--- config.mk ---
export PLATFORM = sky130hd
export DESIGN_NAME = vls_top
export DESIGN_NICKNAME = d
export VERILOG_FILES = /design/src/design/vls_pkg.sv /design/src/design/vls_entry_status.sv /design/src/design/vls_top.sv
export SDC_FILE = /design/constraint.sdc
export NUM_CORES = 1
export LEC_CHECK = 0
export BUFFER_PORTS_ARGS = -buffer_cell sky130_fd_sc_hd__buf_4
export CAP_MARGIN = 20
export CORE_ASPECT_RATIO = 1.4
export CORE_UTILIZATION = 40
export DETAILED_ROUTE_END_ITERATION = 6
export PLACE_DENSITY = 0.88
export SLEW_MARGIN = 30
export SYNTH_ARGS = -nofsm -noshare
export SYNTH_HDL_FRONTEND = slang
export SYNTH_SLANG_ARGS = --single-unit
export TNS_END_PERCENT = 5
--- constraint.sdc ---
create_clock -name I_CLOCK -period 1.9 [get_ports I_CLOCK]
set_input_delay 0.19 -clock I_CLOCK [delete_from_list [all_inputs] [get_ports I_CLOCK]]
set_output_delay 0.19 -clock I_CLOCK [all_outputs]
set_load 0.005 [all_outputs]
--- src/design/vls_pkg.sv ---
// package: system register encodings, field positions and sizes for the list status block
package vls_pkg;
    localparam logic [2:0] OP1_HYP        = 3'h4;
    localparam logic [3:0] CRN_VIRT       = 4'hC;
    localparam logic [3:0] CRM_AP1        = 4'h9;
    localparam logic [3:0] CRM_STATUS     = 4'hB;
    localparam logic [2:0] OP2_EOI_STAT   = 3'h3;
    localparam logic [2:0] OP2_EMPTY_STAT = 3'h5;
    localparam int         AP_INST_BIT    = 2;
    localparam int         MAX_ENTRIES    = 16;
    localparam int         AP_INSTANCES   = 4;
    localparam int         REG_W          = 32;
    localparam logic [31:0] AP_RESET      = 32'h0000_0000;
    localparam logic [1:0] STATE_INVALID  = 2'h0;
    localparam int         PRIO_BITS_MIN  = 5;
    localparam int         PRIO_BITS_AP1  = 6;
    localparam int         PRIO_BITS_MAX  = 7;
    localparam int         PRIO_MSB       = 7;
    localparam int         LEVEL_IDX_W    = 5;
    localparam int         INST_IDX_W     = 2;
    // access source level
    localparam logic [1:0] LEVEL_HYP      = 2'h2;
    localparam logic [1:0] LEVEL_MONITOR  = 2'h3;
endpackage : vls_pkg

--- src/design/vls_entry_status.sv ---
// per-entry derivation of the two list status vectors
`timescale 1ns/1ps
module vls_entry_status #(
    parameter int NUM_ENTRIES = 16
) (
    // list entry fields
    input  wire logic [2*NUM_ENTRIES-1:0] i_state,
    input  wire logic [NUM_ENTRIES-1:0]   i_hw_link,
    input  wire logic [NUM_ENTRIES-1:0]   i_notify,
    // derived status
    output logic      [NUM_ENTRIES-1:0]   o_eoi_maint,
    output logic      [NUM_ENTRIES-1:0]   o_empty
);
    genvar g;
    generate
        for (g = 0; g < NUM_ENTRIES; g++) begin : g_entry
            logic idle;
            assign idle = (i_state[2*g +: 2] == vls_pkg::STATE_INVALID);
            assign o_eoi_maint[g] = idle & ~i_hw_link[g] & i_notify[g];
            assign o_empty[g]     = idle & (i_hw_link[g] | ~i_notify[g]);
        end
    endgenerate
endmodule : vls_entry_status

--- src/design/vls_top.sv ---
// hypervisor list status and group 1 active-priority system registers
// Operation
// - group 1 active priorities are read-write at op1 100, CRn 1100, CRm 1001, op2 0:n.
// - instance 1 exists with 6+ priority bits, 2 and 3 only with 7.
// - hypervisor access traps when hypervisor sysreg enable is zero.
// - monitor access traps when monitor sysreg enable is zero.
// - maintenance status is 32 bits; bit n is entry n, upper bits zero.
// - maintenance bit set when state idle, no hardware link, notify set.
// - maintenance status is read-only at CRm 1011, op2 011.
// - empty bit set when state idle and hardware link or no notify.
// - empty bit zero while entry valid; bits 31:16 read zero.
// - empty status is read-only at CRm 1011, op2 101.
// - without hypervisor level, monitor reads zero and writes ignored.
// - priority bit is one while that level is active without priority drop.
// - five priority bits index 32 levels of instance 0 by bits 7:3.
// - reset clears every active-priority bit.
`timescale 1ns/1ps
module vls_top #(
    parameter int NUM_ENTRIES = 16,
    parameter int PRIO_BITS   = 5,
    parameter bit HYP_IMPL    = 1'b1
) (
    // clock and reset
    input  wire logic                     I_CLOCK,
    input  wire logic                     I_RST_N,
    // system register access from the core
    input  wire logic                     I_SR_VALID,
    input  wire logic                     I_SR_WRITE,
    input  wire logic [1:0]               I_SR_LEVEL,
    input  wire logic [2:0]               I_SR_OP1,
    input  wire logic [3:0]               I_SR_CRN,
    input  wire logic [3:0]               I_SR_CRM,
    input  wire logic [2:0]               I_SR_OP2,
    input  wire logic [31:0]              I_SR_WDATA,
    output logic      [31:0]              O_SR_RDATA,
    output logic                          O_SR_HIT,
    output logic                          O_SR_TRAP,
    output logic                          O_SR_UNDEF,
    // system register enables
    input  wire logic                     I_HYP_SYSREG_ENABLE,
    input  wire logic                     I_MONITOR_SYSREG_ENABLE,
    // priority activate and drop events
    input  wire logic                     I_PRIO_ACTIVATE,
    input  wire logic                     I_PRIO_DROP,
    input  wire logic [7:0]               I_PRIO_VALUE,
    // list entry fields
    input  wire logic [2*NUM_ENTRIES-1:0] I_ENTRY_STATE,
    input  wire logic [NUM_ENTRIES-1:0]   I_ENTRY_HW_LINK,
    input  wire logic [NUM_ENTRIES-1:0]   I_ENTRY_NOTIFY
);
    localparam int NUM_INST = (PRIO_BITS >= vls_pkg::PRIO_BITS_MAX) ? 4 :
                              (PRIO_BITS >= vls_pkg::PRIO_BITS_AP1) ? 2 : 1;

    logic [31:0]            ap1_word [vls_pkg::AP_INSTANCES];
    logic [NUM_ENTRIES-1:0] eoi_maint;
    logic [NUM_ENTRIES-1:0] empty;
    logic                   enc_base;
    logic                   is_ap1;
    logic                   is_eoi;
    logic                   is_empty;
    logic [1:0]             inst;
    logic                   inst_ok;
    logic                   trap;
    logic                   rz_wi;
    logic [1:0]             evt_inst;
    logic [4:0]             evt_bit;
    logic                   ap_write;

    vls_entry_status #(
        .NUM_ENTRIES (NUM_ENTRIES)
    ) u_status (
        .i_state     (I_ENTRY_STATE),
        .i_hw_link   (I_ENTRY_HW_LINK),
        .i_notify    (I_ENTRY_NOTIFY),
        .o_eoi_maint (eoi_maint),
        .o_empty     (empty)
    );

    // access decode
    assign enc_base = (I_SR_OP1 == vls_pkg::OP1_HYP) && (I_SR_CRN == vls_pkg::CRN_VIRT);
    assign is_ap1   = enc_base && (I_SR_CRM == vls_pkg::CRM_AP1)
                      && !I_SR_OP2[vls_pkg::AP_INST_BIT];
    assign is_eoi   = enc_base && (I_SR_CRM == vls_pkg::CRM_STATUS)
                      && (I_SR_OP2 == vls_pkg::OP2_EOI_STAT) && !I_SR_WRITE;
    assign is_empty = enc_base && (I_SR_CRM == vls_pkg::CRM_STATUS)
                      && (I_SR_OP2 == vls_pkg::OP2_EMPTY_STAT) && !I_SR_WRITE;
    assign inst     = I_SR_OP2[1:0];
    assign inst_ok  = (32'(inst) < 32'(NUM_INST));

    // traps win over everything else; a lower level never reaches here
    always_comb begin
        trap = 1'b0;
        if (I_SR_LEVEL == vls_pkg::LEVEL_HYP)
            trap = !I_HYP_SYSREG_ENABLE;
        else if (I_SR_LEVEL == vls_pkg::LEVEL_MONITOR)
            trap = !I_MONITOR_SYSREG_ENABLE;
    end
    assign rz_wi = !HYP_IMPL && (I_SR_LEVEL == vls_pkg::LEVEL_MONITOR);

    assign O_SR_HIT   = I_SR_VALID && !trap && ((is_ap1 && (inst_ok || rz_wi)) || is_eoi
                        || is_empty);
    assign O_SR_TRAP  = I_SR_VALID && trap && (is_ap1 || is_eoi || is_empty);
    assign O_SR_UNDEF = I_SR_VALID && !trap && is_ap1 && !inst_ok && !rz_wi;
    assign ap_write   = O_SR_HIT && is_ap1 && I_SR_WRITE && !rz_wi;

    // read data, combinational so the status follows the entries in the same cycle
    always_comb begin
        O_SR_RDATA = '0;
        if (O_SR_HIT && !I_SR_WRITE && !rz_wi) begin
            if (is_ap1)
                O_SR_RDATA = ap1_word[inst];
            else if (is_eoi)
                O_SR_RDATA = 32'(eoi_maint);
            else if (is_empty)
                O_SR_RDATA = 32'(empty);
        end
    end

    // priority level to instance and bit: top implemented bits select the word
    always_comb begin
        evt_inst = '0;
        evt_bit  = I_PRIO_VALUE[7:3];
        if (PRIO_BITS >= vls_pkg::PRIO_BITS_MAX) begin
            evt_inst = I_PRIO_VALUE[7:6];
            evt_bit  = I_PRIO_VALUE[5:1];
        end else if (PRIO_BITS >= vls_pkg::PRIO_BITS_AP1) begin
            evt_inst = {1'b0, I_PRIO_VALUE[7]};
            evt_bit  = I_PRIO_VALUE[6:2];
        end
    end

    // software write replaces the word; activate wins over drop and over the write
    genvar gi;
    generate
        for (gi = 0; gi < vls_pkg::AP_INSTANCES; gi++) begin : g_ap
            if (gi < NUM_INST) begin : g_impl
                // each word is its own register so the read mux sees one driver per word
                logic [31:0] word_ff;
                logic [31:0] nxt_word;
                always_comb begin
                    nxt_word = word_ff;
                    if (ap_write && (32'(inst) == gi))
                        nxt_word = I_SR_WDATA;
                    if (I_PRIO_DROP && (32'(evt_inst) == gi))
                        nxt_word[evt_bit] = 1'b0;
                    if (I_PRIO_ACTIVATE && (32'(evt_inst) == gi))
                        nxt_word[evt_bit] = 1'b1;
                end
                always_ff @(posedge I_CLOCK or negedge I_RST_N) begin
                    if (!I_RST_N) begin
                        word_ff <= vls_pkg::AP_RESET;
                    end else begin
                        word_ff <= nxt_word;
                    end
                end
                assign ap1_word[gi] = word_ff;
            end else begin : g_none
                // missing instances hold no state; accesses to them are refused except monitor accesses without a hypervisor level, which read zero
                assign ap1_word[gi] = vls_pkg::AP_RESET;
            end
        end
    endgenerate

    // checks
    trap_hyp_a: assert property (@(posedge I_CLOCK) disable iff (!I_RST_N)
        I_SR_VALID && is_ap1 && I_SR_LEVEL == vls_pkg::LEVEL_HYP && !I_HYP_SYSREG_ENABLE
        |-> O_SR_TRAP && !O_SR_HIT) else $error("hyp access not trapped");
    trap_mon_a: assert property (@(posedge I_CLOCK) disable iff (!I_RST_N)
        I_SR_VALID && is_eoi && I_SR_LEVEL == vls_pkg::LEVEL_MONITOR
        && !I_MONITOR_SYSREG_ENABLE |-> O_SR_TRAP) else $error("monitor access not trapped");
    eoi_read_a: assert property (@(posedge I_CLOCK) disable iff (!I_RST_N)
        O_SR_HIT && is_eoi && !rz_wi |-> O_SR_RDATA[31:16] == 16'h0000
        && O_SR_RDATA[0] == (I_ENTRY_STATE[1:0] == 2'h0 && !I_ENTRY_HW_LINK[0]
        && I_ENTRY_NOTIFY[0])) else $error("maintenance status wrong");
    empty_read_a: assert property (@(posedge I_CLOCK) disable iff (!I_RST_N)
        O_SR_HIT && is_empty && !rz_wi && I_ENTRY_STATE[1:0] != 2'h0
        |-> O_SR_RDATA[0] == 1'b0 && O_SR_RDATA[31:16] == 16'h0000)
        else $error("empty status wrong");
    status_excl_a: assert property (@(posedge I_CLOCK) disable iff (!I_RST_N)
        (eoi_maint & empty) == '0) else $error("entry both empty and pending eoi");
    ap_write_a: assert property (@(posedge I_CLOCK) disable iff (!I_RST_N)
        ap_write && inst == 2'h0 && !I_PRIO_ACTIVATE && !I_PRIO_DROP
        |=> ap1_word[0] == $past(I_SR_WDATA)) else $error("priority write lost");
    undef_inst_a: assert property (@(posedge I_CLOCK) disable iff (!I_RST_N)
        I_SR_VALID && !trap && is_ap1 && !rz_wi && 32'(inst) >= 32'(NUM_INST)
        |-> O_SR_UNDEF && !O_SR_HIT) else $error("missing instance not undefined");
    activate_a: assert property (@(posedge I_CLOCK) disable iff (!I_RST_N)
        I_PRIO_ACTIVATE && evt_inst == 2'h0 |=> ap1_word[0][$past(evt_bit)])
        else $error("active priority not set");
    rz_read_a: assert property (@(posedge I_CLOCK) disable iff (!I_RST_N)
        rz_wi |-> O_SR_RDATA == 32'h0000_0000 && !ap_write)
        else $error("monitor access without hyp not zero");
    drop_a: assert property (@(posedge I_CLOCK) disable iff (!I_RST_N)
        I_PRIO_DROP && !I_PRIO_ACTIVATE && evt_inst == 2'h0
        |=> !ap1_word[0][$past(evt_bit)])
        else $error("dropped priority still active");
    trap_data_a: assert property (@(posedge I_CLOCK) disable iff (!I_RST_N)
        O_SR_TRAP |-> O_SR_RDATA == 32'h0000_0000 && !O_SR_HIT && !O_SR_UNDEF)
        else $error("trapped access leaked data");
    empty_set_a: assert property (@(posedge I_CLOCK) disable iff (!I_RST_N)
        O_SR_HIT && is_empty && !rz_wi && I_ENTRY_STATE[1:0] == 2'h0
        && (I_ENTRY_HW_LINK[0] || !I_ENTRY_NOTIFY[0]) |-> O_SR_RDATA[0])
        else $error("free entry not reported empty");
    status_ro_a: assert property (@(posedge I_CLOCK) disable iff (!I_RST_N)
        I_SR_VALID && I_SR_WRITE && enc_base && I_SR_CRM == vls_pkg::CRM_STATUS
        |-> !O_SR_HIT) else $error("status register accepted a write");
    // a status write that hit would let software believe it cleared a bit
    cov_ap_w_c: cover property (@(posedge I_CLOCK) ap_write);
    cov_undef_c: cover property (@(posedge I_CLOCK) O_SR_UNDEF);
    cov_eoi_c:  cover property (@(posedge I_CLOCK) O_SR_HIT && is_eoi && O_SR_RDATA != 0);
    cov_emp_c:  cover property (@(posedge I_CLOCK) O_SR_HIT && is_empty);
    cov_trap_c: cover property (@(posedge I_CLOCK) O_SR_TRAP);
endmodule : vls_top

### After elaboration in Yosys (flattened, before gate mapping)

Cells that the tools add are included.

| word-level totals | value |
|---|---|
| bits in registers | 32 |
| bits of input ports | 128 |
| output and inout bits | 35 |
| word-level logic and storage cells | 174 |

| cells by class | value |
|---|---|
| $lt $le $gt $ge | 4 |
| eq/ne operators | 8 |
| multiplexer cells | 14 |
| bitwise gates (word level) | 100 |
| reductions and logical operators | 47 |

Operators with widths:

| cell | number |
|---|---|
| 32-bit 2-to-1 mux | 8 |
| 32-bit binary-select mux with 2-bit select | 1 |
| 1-bit AND | 48 |
| 2-bit logical NOT | 17 |
| 32-bit AND | 1 |
| 1-bit NOT | 32 |
| 32-bit NOT | 1 |
| 32-bit OR | 1 |
| 1-bit logical AND | 20 |
| 16-bit 2-to-1 mux | 1 |
| 1-bit OR | 16 |
| 4-bit == test (second input constant) | 3 |
| 3-bit == test (second input constant) | 2 |
| 1-bit logical NOT | 6 |
| 5-bit by 6-bit < comparator with 1-bit output (second input constant) | 1 |
| 1-bit demux with 5-bit select | 1 |
| 5-bit by 1-bit greater-or-equal comparator with 1-bit output (second input constant) | 1 |
| 2-bit == test (second input constant) | 2 |
| 1-bit logical OR | 4 |
| 3-bit by 2-bit == test with 1-bit output (second input constant) | 1 |
| 3-bit greater-or-equal comparator (second input constant) | 1 |
| 1-bit 2-to-1 mux | 3 |
| 2-bit NOT with 3-bit output | 1 |
| 2-bit by 1-bit < comparator with 1-bit output (second input constant) | 1 |

### Depth between registers and ports, before layout

| logic depth | value |
|---|---|
| word-level depth | 16 |
| gate-level depth with buffers | 6 |
| depth with buffers taken out | 4 |

### By module

A second synthesis with hierarchy kept.

| unflattened totals | value |
|---|---|
| cell total of the unflattened synthesis | 390 |
| area, all modules | 3203.1 µm² |

Modules (own cells, without submodules):

| module | times used | cells each | area each (µm²) | seq. area each (µm²) |
|---|---|---|---|---|
| vls_top | 1 | 342 | 2702.6 | 800.8 |
| vls_entry_status | 1 | 48 | 500.5 | 0.0 |

### Worst setup path after synthesis

OpenSTA, ideal clock, no wires.

| timing | value |
|---|---|
| path kind | input to output |
| from | in I_SR_CRN[0] |
| to | out O_SR_RDATA[10] |
| data arrival time | 1.856 ns |
| data required time | 1.710 ns |
| setup slack | -0.146 ns |
| stages | 6 |
| path buffers | 2 |
| path through | or4b_4 -> nor3_1 -> or4b_1 -> clkbuf_1 -> buf_2 -> nor2_1 |

| on the way | value |
|---|---|
| word-level cells in the longest chain between the ends | 10 |
| elaborated cells between the ends (all ways) | 18 |
| those cells by class | eq/ne: 1; mux: 4; reduce/logical: 13 |

Ends and longest elaborated chain:

| item | RTL line | source |
|---|---|---|
| from (decl) | vls_top.sv:31 | `input wire logic [3:0] I_SR_CRN,` |
| 4-bit == test (*) | vls_top.sv:80 | `assign enc_base = (I_SR_OP1 == vls_pkg::OP1_HYP) && (I_SR_CRN == vls_pkg::CRN_VIRT);` |
| 1-bit logical AND (*) | vls_top.sv:80 |  |
| parallel branches: the longest is 7 deep, another holds 32-bit 2-to-1 mux | - |  |
| 32-bit 2-to-1 mux (*) | vls_top.sv:109 | `if (O_SR_HIT && !I_SR_WRITE && !rz_wi) begin` |
| to (decl) | vls_top.sv:35 | `output logic [31:0] O_SR_RDATA,` |

Mark *: on every way between the ends.

### Final worst setup path

| timing | value |
|---|---|
| from | in I_SR_OP2[0] |
| to | out O_SR_RDATA[29] |

| on the way | value |
|---|---|
| word-level cells in the longest chain between the ends | 8 |
| elaborated cells between the ends (all ways) | 18 |
| those cells by class | order compare: 1; eq/ne: 2; mux: 5; bitwise: 1; reduce/logical: 9 |

Ends and longest elaborated chain:

| item | RTL line | source |
|---|---|---|
| from (decl) | vls_top.sv:33 | `input wire logic [2:0] I_SR_OP2,` |
| parallel branches: the longest is 7 deep, another holds 32-bit binary-select mux with 2-bit select | - |  |
| 32-bit 2-to-1 mux (*) | vls_top.sv:109 |  |

Mark *: on every way between the ends. The select of a mux whose other input is x is not followed.

==> out/summary.txt <==
largest net degree at the start of global routing: 33
synthesized flop and latch total: 32
Num CTS Buffers: 5
root buffer cell: clkbuf_8
yosys warns: 0
number of setup violations in the final report: 32
max incr delay on CP: 550 ps
GRT Util Overall: 0.271
clk buf depth: 2
Total Power: 0.00211 W
Post-layout nets: 662
CP Capture Type: primary output
Die X: 72.3 µm
io pins: 163
vias: 3,536
P&R area growth vs syn: 58.0%
syn_nets: 500
sequence of cells on the critical path: buf_6 -> or4_4 -> or4_4 -> nor3_4 -> buf_6 -> and2_4 -> buf_4
Initial Util: 0.418
WL final: 10.1 mm
first-pass GRT wire length: 15.5 mm
clock slew at reported path FFs: 70 ps
WS Path Type: input port to primary output
setup TNS: -8220 ps
syn_area_per_cell: 7.43 µm²
Post-Synthesis Cells: 372
# port buffers: 159
routed vias/inst: 5.65
highest achievable clock rate: 458 MHz
outcome: finished, violations left
die area: 7250 µm²
RSZ-0062 raised after global routing: yes
peak fanout along the critical path: 8
initial antenna violation count: 0
vias in the first global route: 3,424
GP Congestion: 0.822
total iterations of the first detailed-routing run: 5
Reg2Reg Setup Slack: 1180 ps
fin. max-slew vios: 0
CP max-delay cell: or4_4
storage element area: 801 µm²
Hold Path Class: input port to flip-flop
Post-DRT Antenna Nets: 0
Distinct cells, synth: 32
FFs w/ async S/R, synth: 1.00
Worst Skew: 0 ps
core area: 6610 µm²
DP HPWL: 7.44 mm
Final Non-Filler Cells: 626
Seq/Total Area, Yosys: 0.290
area occupied by multi-input gates: 1860 µm²
iteration-0 DRC count of the detailed router: 167
Top Family by Delay on Critical Path: simple AND/OR/NAND/NOR gates
worst path bufs/invs: 3
DRC: 0
worst-margin pin slew: 624 ps
hold slack: 163 ps
crit path DAT: 2000 ps
PD cells: 483 nW/µm²
period utilization: 1.15
clk_lat worst skew: 270 ps
final hold vios: 0
biggest registers after layout: g_ap.g_impl.word_ff (32)
clock sinks: 32
leakage power: 1.94 nW
Top FF cell, synth: dfrtp_1
max reg flops: 32
antenna cells: 0
dpl cells: 615
violated checks: negative setup slack
Tmin final: 2190 ps
CTS tree: done
Filler Cells Inserted: 539
GRT Residual Overflow: 0
Critical Path RT: 1710 ps
PnR worst setup slack: -286 ps
Worst Setup Start Kind: input port
# H-tree levels: 2
share of cells above drive strength 1: 0.408
per-cell routed wire length: 16.1 µm
EDFF count, synth: 0
Die H: 100 µm
worst vdd ir: 0.486 mV
std cell rows: 35
Largest Register: g_ap.g_impl.word_ff
relative slew slack: 0.582
Post-Syn Area: 2770 µm²
max-cap violations: 0
## layout by cell type (no fill, tap or decap), drive strengths merged
master and count:
buf 190, nand2 67, nor2 39, nand4 33
o211ai 32, nand3 32, dfrtp 32, mux2i 17
nor2b 16, a32oi 16, and2 16, clkbuf 7
and3b 5, nor3b 5, nand2b 4, and3 3
nor4 3, nor3 3, or4 2, nand3b 2
or4b 2, a21oi 2, nand4b 1, a21o 1
a21bo 1, xnor2 1, o21a 1, dlygate4sd3 1
## tightest hold or removal path, delay by kind of cell
kind                   cells  cell delay, ps
AND/OR/NAND/NOR            2             140
buffers and inverters      1              70
## area by class of cell
cell class                      instances  area share
Multi-Input combinational cell        304       0.426
Tap cell                               92      0.0263
Clock buffer                            7      0.0221
Timing Repair Buffer                  191       0.342
Sequential cell                        32       0.183
## power breakdown
part           leakage (nW)  switching [W]  internal, W  total, W
Combinational          1.49       0.000265     0.000334  0.000599
Clock                0.0503       0.000245     0.000323  0.000567
Sequential            0.392       0.000102     0.000841  0.000943
## cell usage after synthesis, types with 6 or more instances
master     n  area (µm²)
nand2_1   67         251
nor2_1    39         146
nand4_1   33         206
dfrtp_1   32         801
nand3_1   32         160
o211ai_1  32         240
clkbuf_1  21        78.8
mux2i_1   17         170
a32oi_1   16         140
and2_1    16         100
nor2b_1   16         100
buf_2      7        35.0
buf_1      6        22.5
## metal layers
metal | share of wire | up-vias | GRT usage
met5 | 0 | - | 0
met3 | 0.076 | 18 | 0.0331
met2 | 0.53 | 202 | 0.492
met1 | 0.38 | 1628 | 0.307
met4 | 0.019 | 0 | 0.133
li1 | - | 1688 | -
## worst paths after layout
check	from	endpoint	cells after the start
worst max-delay path	I_SR_OP2[0]	O_SR_RDATA[29]	7
worst min-delay path	I_SR_WDATA[17]	g_ap[0].g_impl.word_ff[17]	3
worst max register to register	g_ap[0].g_impl.word_ff[2]	g_ap[0].g_impl.word_ff[2]	2
worst min register to register	g_ap[0].g_impl.word_ff[16]	g_ap[0].g_impl.word_ff[16]	2
max in group asynchronous	I_RST_N	g_ap[0].g_impl.word_ff[25]	2
min in group asynchronous	I_RST_N	g_ap[0].g_impl.word_ff[27]	2
## metrics by stage
| stage | setup WS, ps | cell area [µm²] | utilization |
|---|---|---|---|
| floorplan | -117 | 2770 | - |
| global placement | -256 | 4150 | 0.628 |
| detailed placement | -326 | 4150 | 0.628 |
| CTS | -332 | 4380 | 0.662 |
| global route | -333 | 4370 | 0.661 |
| finish | -286 | 4370 | 0.661 |
## cells by family after synthesis
| family | count (synthesis) | share of synthesized area |
|---|---|---|
| multiplexers | 17 | 0.0615 |
| AO/OA/AOI/OAI | 53 | 0.150 |
| buffers and inverters | 36 | 0.0575 |
| flip-flops | 32 | 0.290 |
| XOR/XNOR | 1 | 0.00317 |
| AND/OR/NAND/NOR | 233 | 0.438 |
## what timing repair did
action	in CTS	in global routing
gates resized for setup	23	7
pin swaps	12	5
hold endpoints to repair	32	0
hold buffers	1	0
cloned	1	0
setup buffers	3	1
endpoints found under the setup margin	32	34
Power figures use the tool's default switching activity.
